--- config.mk ---
export PLATFORM = sky130hd
export DESIGN_NAME = pfs_status_bank
export DESIGN_NICKNAME = d
export VERILOG_FILES = /design/src/rtl/pfs_pkg.sv /design/src/rtl/pfs_status_bank.sv
export SDC_FILE = /design/constraint.sdc
export NUM_CORES = 1
export LEC_CHECK = 0
export BUFFER_PORTS_ARGS = -buffer_cell sky130_fd_sc_hd__buf_2
export CAP_MARGIN = 25
export CORE_MARGIN = 2
export CORE_UTILIZATION = 50
export DETAILED_ROUTE_END_ITERATION = 16
export GPL_TIMING_DRIVEN = 0
export PLACE_DENSITY = 0.81
export SLEW_MARGIN = 0
export SYNTH_ARGS = -nofsm -noshare
export SYNTH_HDL_FRONTEND = slang
export SYNTH_SLANG_ARGS = --single-unit
--- constraint.sdc ---
create_clock -name core_clk -period 2.4 [get_ports core_clk]
set_clock_uncertainty 0.15 [all_clocks]
set_input_delay 0.24 -clock core_clk [delete_from_list [all_inputs] [get_ports core_clk]]
set_output_delay 0.24 -clock core_clk [all_outputs]
set_load 0.1 [all_outputs]
--- src/rtl/pfs_pkg.sv ---
// Package for the fault status bank: register codes, bit positions,
// reset values, clear timing and the page and shared event carrier structs.
// Assumes a command decoder that hands this bank decoded accesses.
package pfs_pkg;

  // Register selectors (command codes seen on the serial interface)
  localparam logic [7:0] CMD_SUMMARY_BYTE = 8'h78;
  localparam logic [7:0] CMD_SUMMARY_WORD = 8'h79;
  localparam logic [7:0] CMD_VOUT_FLAGS   = 8'h7A;
  localparam logic [7:0] CMD_IOUT_FLAGS   = 8'h7B;
  localparam logic [7:0] CMD_INPUT_FLAGS  = 8'h7C;
  localparam logic [7:0] CMD_TEMP_FLAGS   = 8'h7D;
  localparam logic [7:0] CMD_CML_FLAGS    = 8'h7E;
  localparam logic [7:0] CMD_MFR_FLAGS    = 8'h80;

  // Supported-bit, write-one-clear, alert and shared masks; bits outside the supported masks read zero
  localparam logic [7:0] VOUT_MASK  = 8'hFE;
  localparam logic [7:0] IOUT_MASK  = 8'hA0;
  localparam logic [7:0] INPUT_MASK = 8'hAA;
  localparam logic [7:0] INPUT_W1C  = 8'h80;
  localparam logic [7:0] INPUT_ALRT = 8'h80;
  localparam logic [7:0] TEMP_MASK  = 8'hD0;
  localparam logic [7:0] CML_MASK   = 8'hFB;
  localparam logic [7:0] MFR_MASK   = 8'hFD;
  localparam logic [7:0] MFR_SHARED = 8'hFC;
  localparam logic [7:0] MFR_W1C    = 8'hF7;
  localparam int         MFR_LOG_BIT = 3;
  localparam int         MFR_GPIO_BIT = 0;
  localparam logic [7:0] FLAGS_RESET = 8'h00;

  // Summary byte bit positions
  localparam int SB_BUSY = 7;
  localparam int SB_OFF  = 6;
  localparam int SB_OV   = 5;
  localparam int SB_OC   = 4;
  localparam int SB_UV   = 3;
  localparam int SB_TEMP = 2;
  localparam int SB_CML  = 1;
  localparam int SB_NOTA = 0;
  // Summary word high-byte positions (within high byte)
  localparam int SW_VOUT = 7;
  localparam int SW_IOUT = 6;
  localparam int SW_IN   = 5;
  localparam int SW_MFR  = 4;
  localparam int SW_PGN  = 3;

  localparam int OUTPUT_OVERVOLTAGE_SUMMARY_FAULT_BIT = 7;
  localparam int OUTPUT_OVERCURRENT_SUMMARY_FAULT_BIT = 7;

  // Global clear processing time
  localparam int CLR_TIME_NS  = 10000;
  localparam int CLK_PERIOD_NS = 8;
  localparam int CLR_CYCLES   = CLR_TIME_NS / CLK_PERIOD_NS;
  localparam int CLR_CNT_W    = 11;

  localparam int NPAGE = 2;

  // Per-page fault events from the detectors, one-cycle pulses
  typedef struct packed {
    logic [7:0] vout;
    logic [7:0] iout;
    logic [7:0] temp;
    logic       gpio_low;
    logic       other;
  } pfs_page_evt_s;

  // Shared fault events
  typedef struct packed {
    logic [7:0] input_flags;
    logic [7:0] comm_memory_logic_summary;
    logic [7:0] mfr;
    logic       busy;
    logic       other;
  } pfs_shared_evt_s;

  typedef enum logic [1:0] {
    CLR_IDLE = 2'b01,
    CLR_BUSY = 2'b10
  } pfs_clr_e;

endpackage : pfs_pkg

--- src/rtl/pfs_status_bank.sv ---
// Fault and warning status bank for a two-page power controller.
// Assumes a command decoder on core_clk giving one-cycle access strobes
// and fault detectors giving one-cycle event pulses on core_clk.
//
// How it works
// - Busy summary bit sets when a response timeout fault is declared.
// - Off summary bit follows selected channel not delivering power.
// - Unsupported status bits always read as zero.
// - None-of-the-above sets only on a page or shared other-fault event.
// - Any supported summary bit except off, or any maker bit, set raises ALERT.
// - Summary word low byte mirrors the summary byte.
// - Word high byte flags vout, iout, input, maker, power-not-good.
// - Output-voltage byte holds seven fault and warning bits, bits 7..1.
// - Writing ones clears only those output-voltage bits.
// - Current byte: fault bit 7, warning bit 5, write-one clears.
// - Input byte: bits 7, 5, 3, 1 supported, rest zero.
// - Only input bit 7 alerts and clears by writing one.
// - Temperature byte: bits 7, 6, 4; alert and write-one clear.
// - Comm/memory/logic byte: seven flags, bit 2 reserved zero.
// - Comm/memory/logic bits alert and clear individually by write-one.
// - Maker byte: internal temp, crc, pll, log, 3v3 supply, gpio.
// - Maker byte shared across pages except per-page bit 0.
// - Any maker bit set sets the maker flag in word high byte.
// - Maker bits clear by write-one except log bit, cleared by erase.
// - Temperature summary sets on any temperature fault or warning.
// - Comm/memory/logic summary sets when any such fault recorded.
// - Global clear wipes all flags, releases ALERT, events still re-set.
`timescale 1ns/1ps
module pfs_status_bank (
  // Clock and reset
  input  wire logic                      core_clk,
  input  wire logic                      rst,
  // Register access from the command decoder
  input  wire logic                      page_sel,
  input  wire logic [7:0]                reg_sel,
  input  wire logic                      wr_stb,
  input  wire logic [7:0]                wr_data,
  input  wire logic                      clear_all_cmd,
  input  wire logic                      fault_log_erase_cmd,
  output logic      [15:0]               rd_data,
  output logic                           clear_busy,
  // Fault events and channel state
  input  wire pfs_pkg::pfs_page_evt_s    page_evt [pfs_pkg::NPAGE],
  input  wire pfs_pkg::pfs_shared_evt_s  shared_evt,
  input  wire logic [pfs_pkg::NPAGE-1:0] chan_off,
  input  wire logic [pfs_pkg::NPAGE-1:0] power_not_good,
  // Alert toward the host
  output logic                           alert
);

  logic [7:0] vout_r [pfs_pkg::NPAGE];
  logic [7:0] vout_nxt [pfs_pkg::NPAGE];
  logic [7:0] iout_r [pfs_pkg::NPAGE];
  logic [7:0] iout_nxt [pfs_pkg::NPAGE];
  logic [7:0] temp_r [pfs_pkg::NPAGE];
  logic [7:0] temp_nxt [pfs_pkg::NPAGE];
  logic       gpio_r [pfs_pkg::NPAGE];
  logic       gpio_nxt [pfs_pkg::NPAGE];
  logic       busy_r [pfs_pkg::NPAGE];
  logic       busy_nxt [pfs_pkg::NPAGE];
  logic       nota_r [pfs_pkg::NPAGE];
  logic       nota_nxt [pfs_pkg::NPAGE];
  logic [7:0] input_r;
  logic [7:0] input_nxt;
  logic [7:0] cml_r;
  logic [7:0] cml_nxt;
  logic [7:0] mfr_r;
  logic [7:0] mfr_nxt;

  logic [7:0]  sbyte [pfs_pkg::NPAGE];
  logic [7:0]  shigh [pfs_pkg::NPAGE];
  logic [7:0]  mfr_pg [pfs_pkg::NPAGE];
  logic [pfs_pkg::NPAGE-1:0] page_alert;

  logic                      pg;
  logic                      wr_here;
  logic [15:0]               rd_nxt;
  logic                      alert_nxt;
  pfs_pkg::pfs_clr_e         clr_st_r;
  pfs_pkg::pfs_clr_e         clr_st_nxt;
  logic [pfs_pkg::CLR_CNT_W-1:0] clr_cnt_r;
  logic [pfs_pkg::CLR_CNT_W-1:0] clr_cnt_nxt;
  logic                      clr_now;
  // Write strobes decoded once for all registers
  logic                      wr_vout;
  logic                      wr_iout;
  logic                      wr_temp;
  logic                      wr_input;
  logic                      wr_cml;
  logic                      wr_mfr;

  assign pg = page_sel;
  // Clear pulse is applied once, at the command; the busy window only
  // models processing latency so software can wait for it.
  assign clr_now = clear_all_cmd;

  // Per-page flags and summaries
  genvar gi;
  generate
    for (gi = 0; gi < pfs_pkg::NPAGE; gi++)
    begin : g_page
      // Page match for the paged write-one clears
      logic sel;
      assign sel = (pg == 1'(gi));

      always_comb
      begin
        vout_nxt[gi] = clr_now ? pfs_pkg::FLAGS_RESET : vout_r[gi];
        iout_nxt[gi] = clr_now ? pfs_pkg::FLAGS_RESET : iout_r[gi];
        temp_nxt[gi] = clr_now ? pfs_pkg::FLAGS_RESET : temp_r[gi];
        gpio_nxt[gi] = clr_now ? 1'b0 : gpio_r[gi];
        busy_nxt[gi] = clr_now ? 1'b0 : busy_r[gi];
        nota_nxt[gi] = clr_now ? 1'b0 : nota_r[gi];
        if (sel && wr_vout)
          vout_nxt[gi] = vout_nxt[gi] & ~wr_data;
        if (sel && wr_iout)
          iout_nxt[gi] = iout_nxt[gi] & ~wr_data;
        if (sel && wr_temp)
          temp_nxt[gi] = temp_nxt[gi] & ~wr_data;
        if (sel && wr_mfr && wr_data[pfs_pkg::MFR_GPIO_BIT])
          gpio_nxt[gi] = 1'b0;
        vout_nxt[gi] = (vout_nxt[gi] | page_evt[gi].vout)
                       & pfs_pkg::VOUT_MASK;
        iout_nxt[gi] = (iout_nxt[gi] | page_evt[gi].iout)
                       & pfs_pkg::IOUT_MASK;
        temp_nxt[gi] = (temp_nxt[gi] | page_evt[gi].temp)
                       & pfs_pkg::TEMP_MASK;
        gpio_nxt[gi] = gpio_nxt[gi] | page_evt[gi].gpio_low;
        busy_nxt[gi] = busy_nxt[gi] | shared_evt.busy;
        nota_nxt[gi] = nota_nxt[gi] | page_evt[gi].other
                       | shared_evt.other;
      end

      always_ff @(posedge core_clk)
      begin
        if (rst)
        begin
          vout_r[gi] <= pfs_pkg::FLAGS_RESET;
          iout_r[gi] <= pfs_pkg::FLAGS_RESET;
          temp_r[gi] <= pfs_pkg::FLAGS_RESET;
          gpio_r[gi] <= 1'b0;
          busy_r[gi] <= 1'b0;
          nota_r[gi] <= 1'b0;
        end
        else
        begin
          vout_r[gi] <= vout_nxt[gi];
          iout_r[gi] <= iout_nxt[gi];
          temp_r[gi] <= temp_nxt[gi];
          gpio_r[gi] <= gpio_nxt[gi];
          busy_r[gi] <= busy_nxt[gi];
          nota_r[gi] <= nota_nxt[gi];
        end
      end

      always_comb
      begin
        // shared maker bits plus page gpio bit
        mfr_pg[gi] = (mfr_r & pfs_pkg::MFR_SHARED)
                     | {7'h00, gpio_r[gi]};
        sbyte[gi][pfs_pkg::SB_BUSY] = busy_r[gi];
        sbyte[gi][pfs_pkg::SB_OFF]  = chan_off[gi];
        sbyte[gi][pfs_pkg::SB_OV]   =
          vout_r[gi][pfs_pkg::OUTPUT_OVERVOLTAGE_SUMMARY_FAULT_BIT];
        sbyte[gi][pfs_pkg::SB_OC]   =
          iout_r[gi][pfs_pkg::OUTPUT_OVERCURRENT_SUMMARY_FAULT_BIT];
        sbyte[gi][pfs_pkg::SB_UV]   = 1'b0;
        sbyte[gi][pfs_pkg::SB_TEMP] = |temp_r[gi];
        sbyte[gi][pfs_pkg::SB_CML]  = |cml_r;
        sbyte[gi][pfs_pkg::SB_NOTA] = nota_r[gi];
        shigh[gi] = 8'h00;
        shigh[gi][pfs_pkg::SW_VOUT] = |vout_r[gi];
        shigh[gi][pfs_pkg::SW_IOUT] = |iout_r[gi];
        shigh[gi][pfs_pkg::SW_IN]   = |input_r;
        shigh[gi][pfs_pkg::SW_MFR]  = |mfr_pg[gi];
        shigh[gi][pfs_pkg::SW_PGN]  = power_not_good[gi];
      end

      assign page_alert[gi] = (|vout_r[gi]) | (|iout_r[gi])
        | (|temp_r[gi]) | (|mfr_pg[gi]) | (|cml_r)
        | (|(input_r & pfs_pkg::INPUT_ALRT))
        | busy_r[gi] | nota_r[gi];
    end
  endgenerate

  assign wr_here = wr_stb;

  // Write decode; codes naming no writable register do nothing
  always_comb
  begin
    wr_vout  = 1'b0;
    wr_iout  = 1'b0;
    wr_temp  = 1'b0;
    wr_input = 1'b0;
    wr_cml   = 1'b0;
    wr_mfr   = 1'b0;
    if (wr_here)
    begin
      case (reg_sel)
        pfs_pkg::CMD_VOUT_FLAGS:  wr_vout  = 1'b1;
        pfs_pkg::CMD_IOUT_FLAGS:  wr_iout  = 1'b1;
        pfs_pkg::CMD_TEMP_FLAGS:  wr_temp  = 1'b1;
        pfs_pkg::CMD_INPUT_FLAGS: wr_input = 1'b1;
        pfs_pkg::CMD_CML_FLAGS:   wr_cml   = 1'b1;
        pfs_pkg::CMD_MFR_FLAGS:   wr_mfr   = 1'b1;
        default:                  wr_vout  = 1'b0;
      endcase
    end
  end

  // Shared flags: input, comm/memory/logic and maker bytes exist once,
  // so a write-one clear reaches them from either page
  always_comb
  begin
    input_nxt = clr_now ? pfs_pkg::FLAGS_RESET : input_r;
    cml_nxt   = clr_now ? pfs_pkg::FLAGS_RESET : cml_r;
    mfr_nxt   = clr_now ? pfs_pkg::FLAGS_RESET : mfr_r;
    // only bit 7 clears by write-one
    if (wr_input)
      input_nxt = input_nxt & ~(wr_data & pfs_pkg::INPUT_W1C);
    if (wr_cml)
      cml_nxt = cml_nxt & ~wr_data;
    // log bit excluded from write-one clear
    if (wr_mfr)
      mfr_nxt = mfr_nxt & ~(wr_data & pfs_pkg::MFR_W1C);
    if (fault_log_erase_cmd)
      mfr_nxt[pfs_pkg::MFR_LOG_BIT] = 1'b0;
    input_nxt = (input_nxt | shared_evt.input_flags) & pfs_pkg::INPUT_MASK;
    cml_nxt = (cml_nxt | shared_evt.comm_memory_logic_summary) & pfs_pkg::CML_MASK;
    mfr_nxt = (mfr_nxt | shared_evt.mfr) & pfs_pkg::MFR_SHARED;
  end

  always_ff @(posedge core_clk)
  begin
    if (rst)
    begin
      input_r <= pfs_pkg::FLAGS_RESET;
      cml_r   <= pfs_pkg::FLAGS_RESET;
      mfr_r   <= pfs_pkg::FLAGS_RESET;
    end
    else
    begin
      input_r <= input_nxt;
      cml_r   <= cml_nxt;
      mfr_r   <= mfr_nxt;
    end
  end

  // Clear processing window
  always_comb
  begin
    clr_st_nxt  = clr_st_r;
    clr_cnt_nxt = clr_cnt_r;
    case (clr_st_r)
      pfs_pkg::CLR_IDLE:
      begin
        if (clear_all_cmd)
        begin
          clr_st_nxt  = pfs_pkg::CLR_BUSY;
          clr_cnt_nxt = pfs_pkg::CLR_CNT_W'(pfs_pkg::CLR_CYCLES - 1);
        end
      end
      pfs_pkg::CLR_BUSY:
      begin
        // A clear while busy wipes flags but leaves the window running
        if (clr_cnt_r == '0)
          clr_st_nxt = pfs_pkg::CLR_IDLE;
        else
          clr_cnt_nxt = clr_cnt_r - 1'b1;
      end
      default:
      begin
        clr_st_nxt  = pfs_pkg::CLR_IDLE;
        clr_cnt_nxt = '0;
      end
    endcase
  end

  // Read data and alert
  always_comb
  begin
    case (reg_sel)
      pfs_pkg::CMD_SUMMARY_BYTE: rd_nxt = {8'h00, sbyte[pg]};
      pfs_pkg::CMD_SUMMARY_WORD: rd_nxt = {shigh[pg], sbyte[pg]};
      pfs_pkg::CMD_VOUT_FLAGS:   rd_nxt = {8'h00, vout_r[pg]};
      pfs_pkg::CMD_IOUT_FLAGS:   rd_nxt = {8'h00, iout_r[pg]};
      pfs_pkg::CMD_INPUT_FLAGS:  rd_nxt = {8'h00, input_r};
      pfs_pkg::CMD_TEMP_FLAGS:   rd_nxt = {8'h00, temp_r[pg]};
      pfs_pkg::CMD_CML_FLAGS:    rd_nxt = {8'h00, cml_r};
      pfs_pkg::CMD_MFR_FLAGS:    rd_nxt = {8'h00, mfr_pg[pg]};
      default:                   rd_nxt = 16'h0000;
    endcase
    // clear releases alert until a fault re-sets
    alert_nxt = |page_alert && !clr_now;
  end

  always_ff @(posedge core_clk)
  begin
    if (rst)
    begin
      clr_st_r   <= pfs_pkg::CLR_IDLE;
      clr_cnt_r  <= '0;
      rd_data    <= 16'h0000;
      alert      <= 1'b0;
      clear_busy <= 1'b0;
    end
    else
    begin
      clr_st_r   <= clr_st_nxt;
      clr_cnt_r  <= clr_cnt_nxt;
      rd_data    <= rd_nxt;
      alert      <= alert_nxt;
      clear_busy <= (clr_st_nxt == pfs_pkg::CLR_BUSY);
    end
  end

endmodule : pfs_status_bank

==> flow_summary.yaml <==
power:
  p_clk_share_pct: 29.2
  comb_power_share_pct: 21.9
  max-vdd-ir-drop_mv: 0.2822
  power_frac_seq_pct: 48.9
  powerDensity_mw_per_mm2: 581.3
  internal-power_mw: 1.984
  switching_share_pct: 31.14
  switching_power_mw: 0.8974
  p_leak_nw: 2.104
  power.total_mw: 2.881
drt:
  wl_met2_mm: 5.847
  drt-met1-wl_mm: 5.189
  num_vias: 4306
  postRouteWirelength_mm: 12.60
  ant_nets: 0
  wl_met3_mm: 1.192
  via_per_inst: 6.022
  routedWlPerCell_um: 17.62
  drc_errors: 0
  maxUsedRoutingLayer: "met4"
  drtIter0Drc: 371
  first_pass_iters: 6
clock_network:
  h-tree-depth: 3
  cts_setup_buffers: 0
  cts_root_buf: "clkbuf_8"
  cts_buffer_depth: 2
  cts-buffers-inserted: 9
  cts_tree: "yes"
  path_clk_slew_ps: 80
  cts.sinks: 75
  clock_latency_ps: 350
  cts_resized: 0
  cts_hold_buf: 41
cells_and_area:
  antennaDiodeCount: 0
  drive_above_1_share_pct: 19.81
  num-nets-final: 719
  final_cell_area_mm2: 0.004957
  syn_to_final_growth_pct: 29.77
  fillCellCount: 635
sta:
  setup_viol: 0
  post-route-period-util_pct: 90.07
  finalCriticalPeriod_ps: 2162
  hold_viol: 0
  slew_violations: 0
  whs_ps: 7.787
  rsz0062_at_grt: "no"
  maxSlewHeadroom_pct: 53.95
  finalSetupTns_ps: 0
  max_freq_mhz: 462.6
  worst_slew_pin_slew_ps: 685.0
yosys:
  ys_seq_elements: 75
  synth_edf_count: 0
  synth_ff_type: "dfxtp_1"
  syn_area_mm2: 0.003820
  yosys.area.top_type: "dfxtp_1"
  synthDistinctLibCells: 54
  yosysSeqAreaShare_pct: 39.31
  synth.area.top_cells: "dfxtp_1 39%, a21oi_1 7.1%, mux2i_1 4.5%, nor2_1 4.0%, inv_1 3.7%"
  synth.avg_cell_area_um2: 8.093
  synth_top_area_share_pct: 39.31
  synthArstFlopShare_pct: 0
  yosysWarnings: 0
  synthCells: 472
run_status:
  status: "complete, no violations"
place:
  port_buffers: 85
  dpl.hpwl_mm: 9.079
  dpl_cell_area_mm2: 0.004377
  gp_routability_congestion: 0.9586
hold_path:
  hp-class: "primary input to flop"
setup_path:
  crit_path_start_kind: "flop"
  r2r_setup_slack_ps: 240
  cp-end-kind: "flop"
  slowest_delay_ps: 370
  slowest_stage: "dfxtp_1"
  critPathRequiredTime_ps: 2530
  worstSetupPathType: "flop to flop"
  arrival_ps: 2290
  path_cells: "ha_1 > clkbuf_1 > nor2b_1 > a31o_2 > buf_2 > o21ai_0 > a21oi_1"
  critPathMaxFanout: 10
global_routing:
  grt-ovfl-total: 0
  grt_pass1_vias: 4099
  grt_pass1_wl_mm: 20.07
  grt_usage_pct: 30.14
  antenna_found_initial: 0
  grt_max_degree: 12
floorplanning:
  coreArea_mm2: 0.007331
  die_x_um: 91.41
  die_h_um: 91.41
  die_area_mm2: 0.008355
  num_rows: 31
  start_util_pct: 52.11
  boundaryPins: 122
run:
  max-cap-violations: 0
[power groups by stage]
stage	Clock, mW	Sequential (mW)	Combinational, mW
3_5_place_dp	0	1.43	0.561
4_1_cts	0.849	1.40	0.616
6_report	0.842	1.41	0.631
3_3_place_gp	0	1.43	0.545
2_1_floorplan	0	1.43	0.370
5_1_grt	0.908	1.42	0.694
[cells in the mapped netlist (7+ instances only)]
cell type	count
mux2i_1	17
nand4_1	11
o21ai_0	14
clkbuf_1	17
nand3_1	14
nor2_1	41
o211ai_1	7
o311ai_0	12
dfxtp_1	75
buf_2	8
or3_1	9
inv_1	38
a21oi_1	54
a31oi_1	17
nand2_1	26
nor3_1	19
nor4_1	10
[layout make-up]
type,count,area [µm²],area share [%]
timing repair buffer,127,845.8,17.06
clock inverter,3,15.01,0.3029
multi-input combinational,326,2007,40.48
sequential,75,1501,30.29
buffer,34,172.7,3.483
clock buffer,12,145.1,2.928
tap,99,123.9,2.499
inverter,39,146.4,2.953
[registers in the layout (all words and copies together), names as in the netlist, 4 cells and up]
| name | cells |
|---|---|
| temp_r | 6 |
| input_r | 4 |
| mfr_r | 6 |
| iout_r | 4 |
| clr_cnt_r | 11 |
| cml_r | 7 |
| rd_data | 13 |
| vout_r | 14 |
[cells by family (layout without fill, tap and decap cells)]
logic type	Yosys count	in the layout	share of synthesized area [%]
DFF	75	75	39.31
other	1	3	0.09817
AOI/OAI and AO/OA	140	140	23.58
buffers and inverters	73	215	8.352
adders and majority gates	3	3	0.9827
and+or+nand+nor	163	163	23.22
muxes	17	17	4.455
[path summary, 6_finish.rpt]
path | start | end | cells after the start
setup / recovery | clr_st_r[0] | clr_cnt_r[9] | 7
hold / removal | shared_evt[9] | mfr_r[7] | 3
setup reg to reg | clr_st_r[0] | clr_cnt_r[9] | 7
hold reg to reg | mfr_r[3] | rd_data[3] | 2
[cells in the final DEF (no fill, tap or decap), types with 12 or more instances in the layout]
master	netlist	layout
nor2_1	41	41
a31oi_1	17	17
dlygate4sd3_1	0	42
o21ai_0	14	14
a21oi_1	54	54
nor3_1	19	19
o311ai_0	12	12
inv_1	38	38
clkbuf_1	17	19
mux2i_1	17	17
nand2_1	26	26
dfxtp_1	75	75
buf_2	8	93
nand3_1	14	14
[layer usage]
metal	global-route usage [%]	vias to the layer above
met5	0	-
met4	13.13	0
met3	5.228	40
met2	47.37	280
met1	40.49	1973
li1	-	2013
[stage by stage]
step                setup slack [ps]  cells  util [%]
finish                         238.2    715     67.62
floorplan                      475.6    474         -
detailed placement             287.8    658     59.70
global route                   24.30    715     67.62
CTS                            268.8    714     67.49
global placement               323.9    658     59.70
[worst max-delay path, delay by kind of cell, from the launching register on]
| family | cells | cell delay, ps |
|---|---|---|
| buffers and inverters | 2 | 540 |
| AO/OA/AOI/OAI | 3 | 500 |
| flip-flops | 1 | 370 |
| AND/OR/NAND/NOR | 1 | 360 |
| adder cells (fa/ha/maj) | 1 | 160 |
Power figures use the tool's default switching activity.
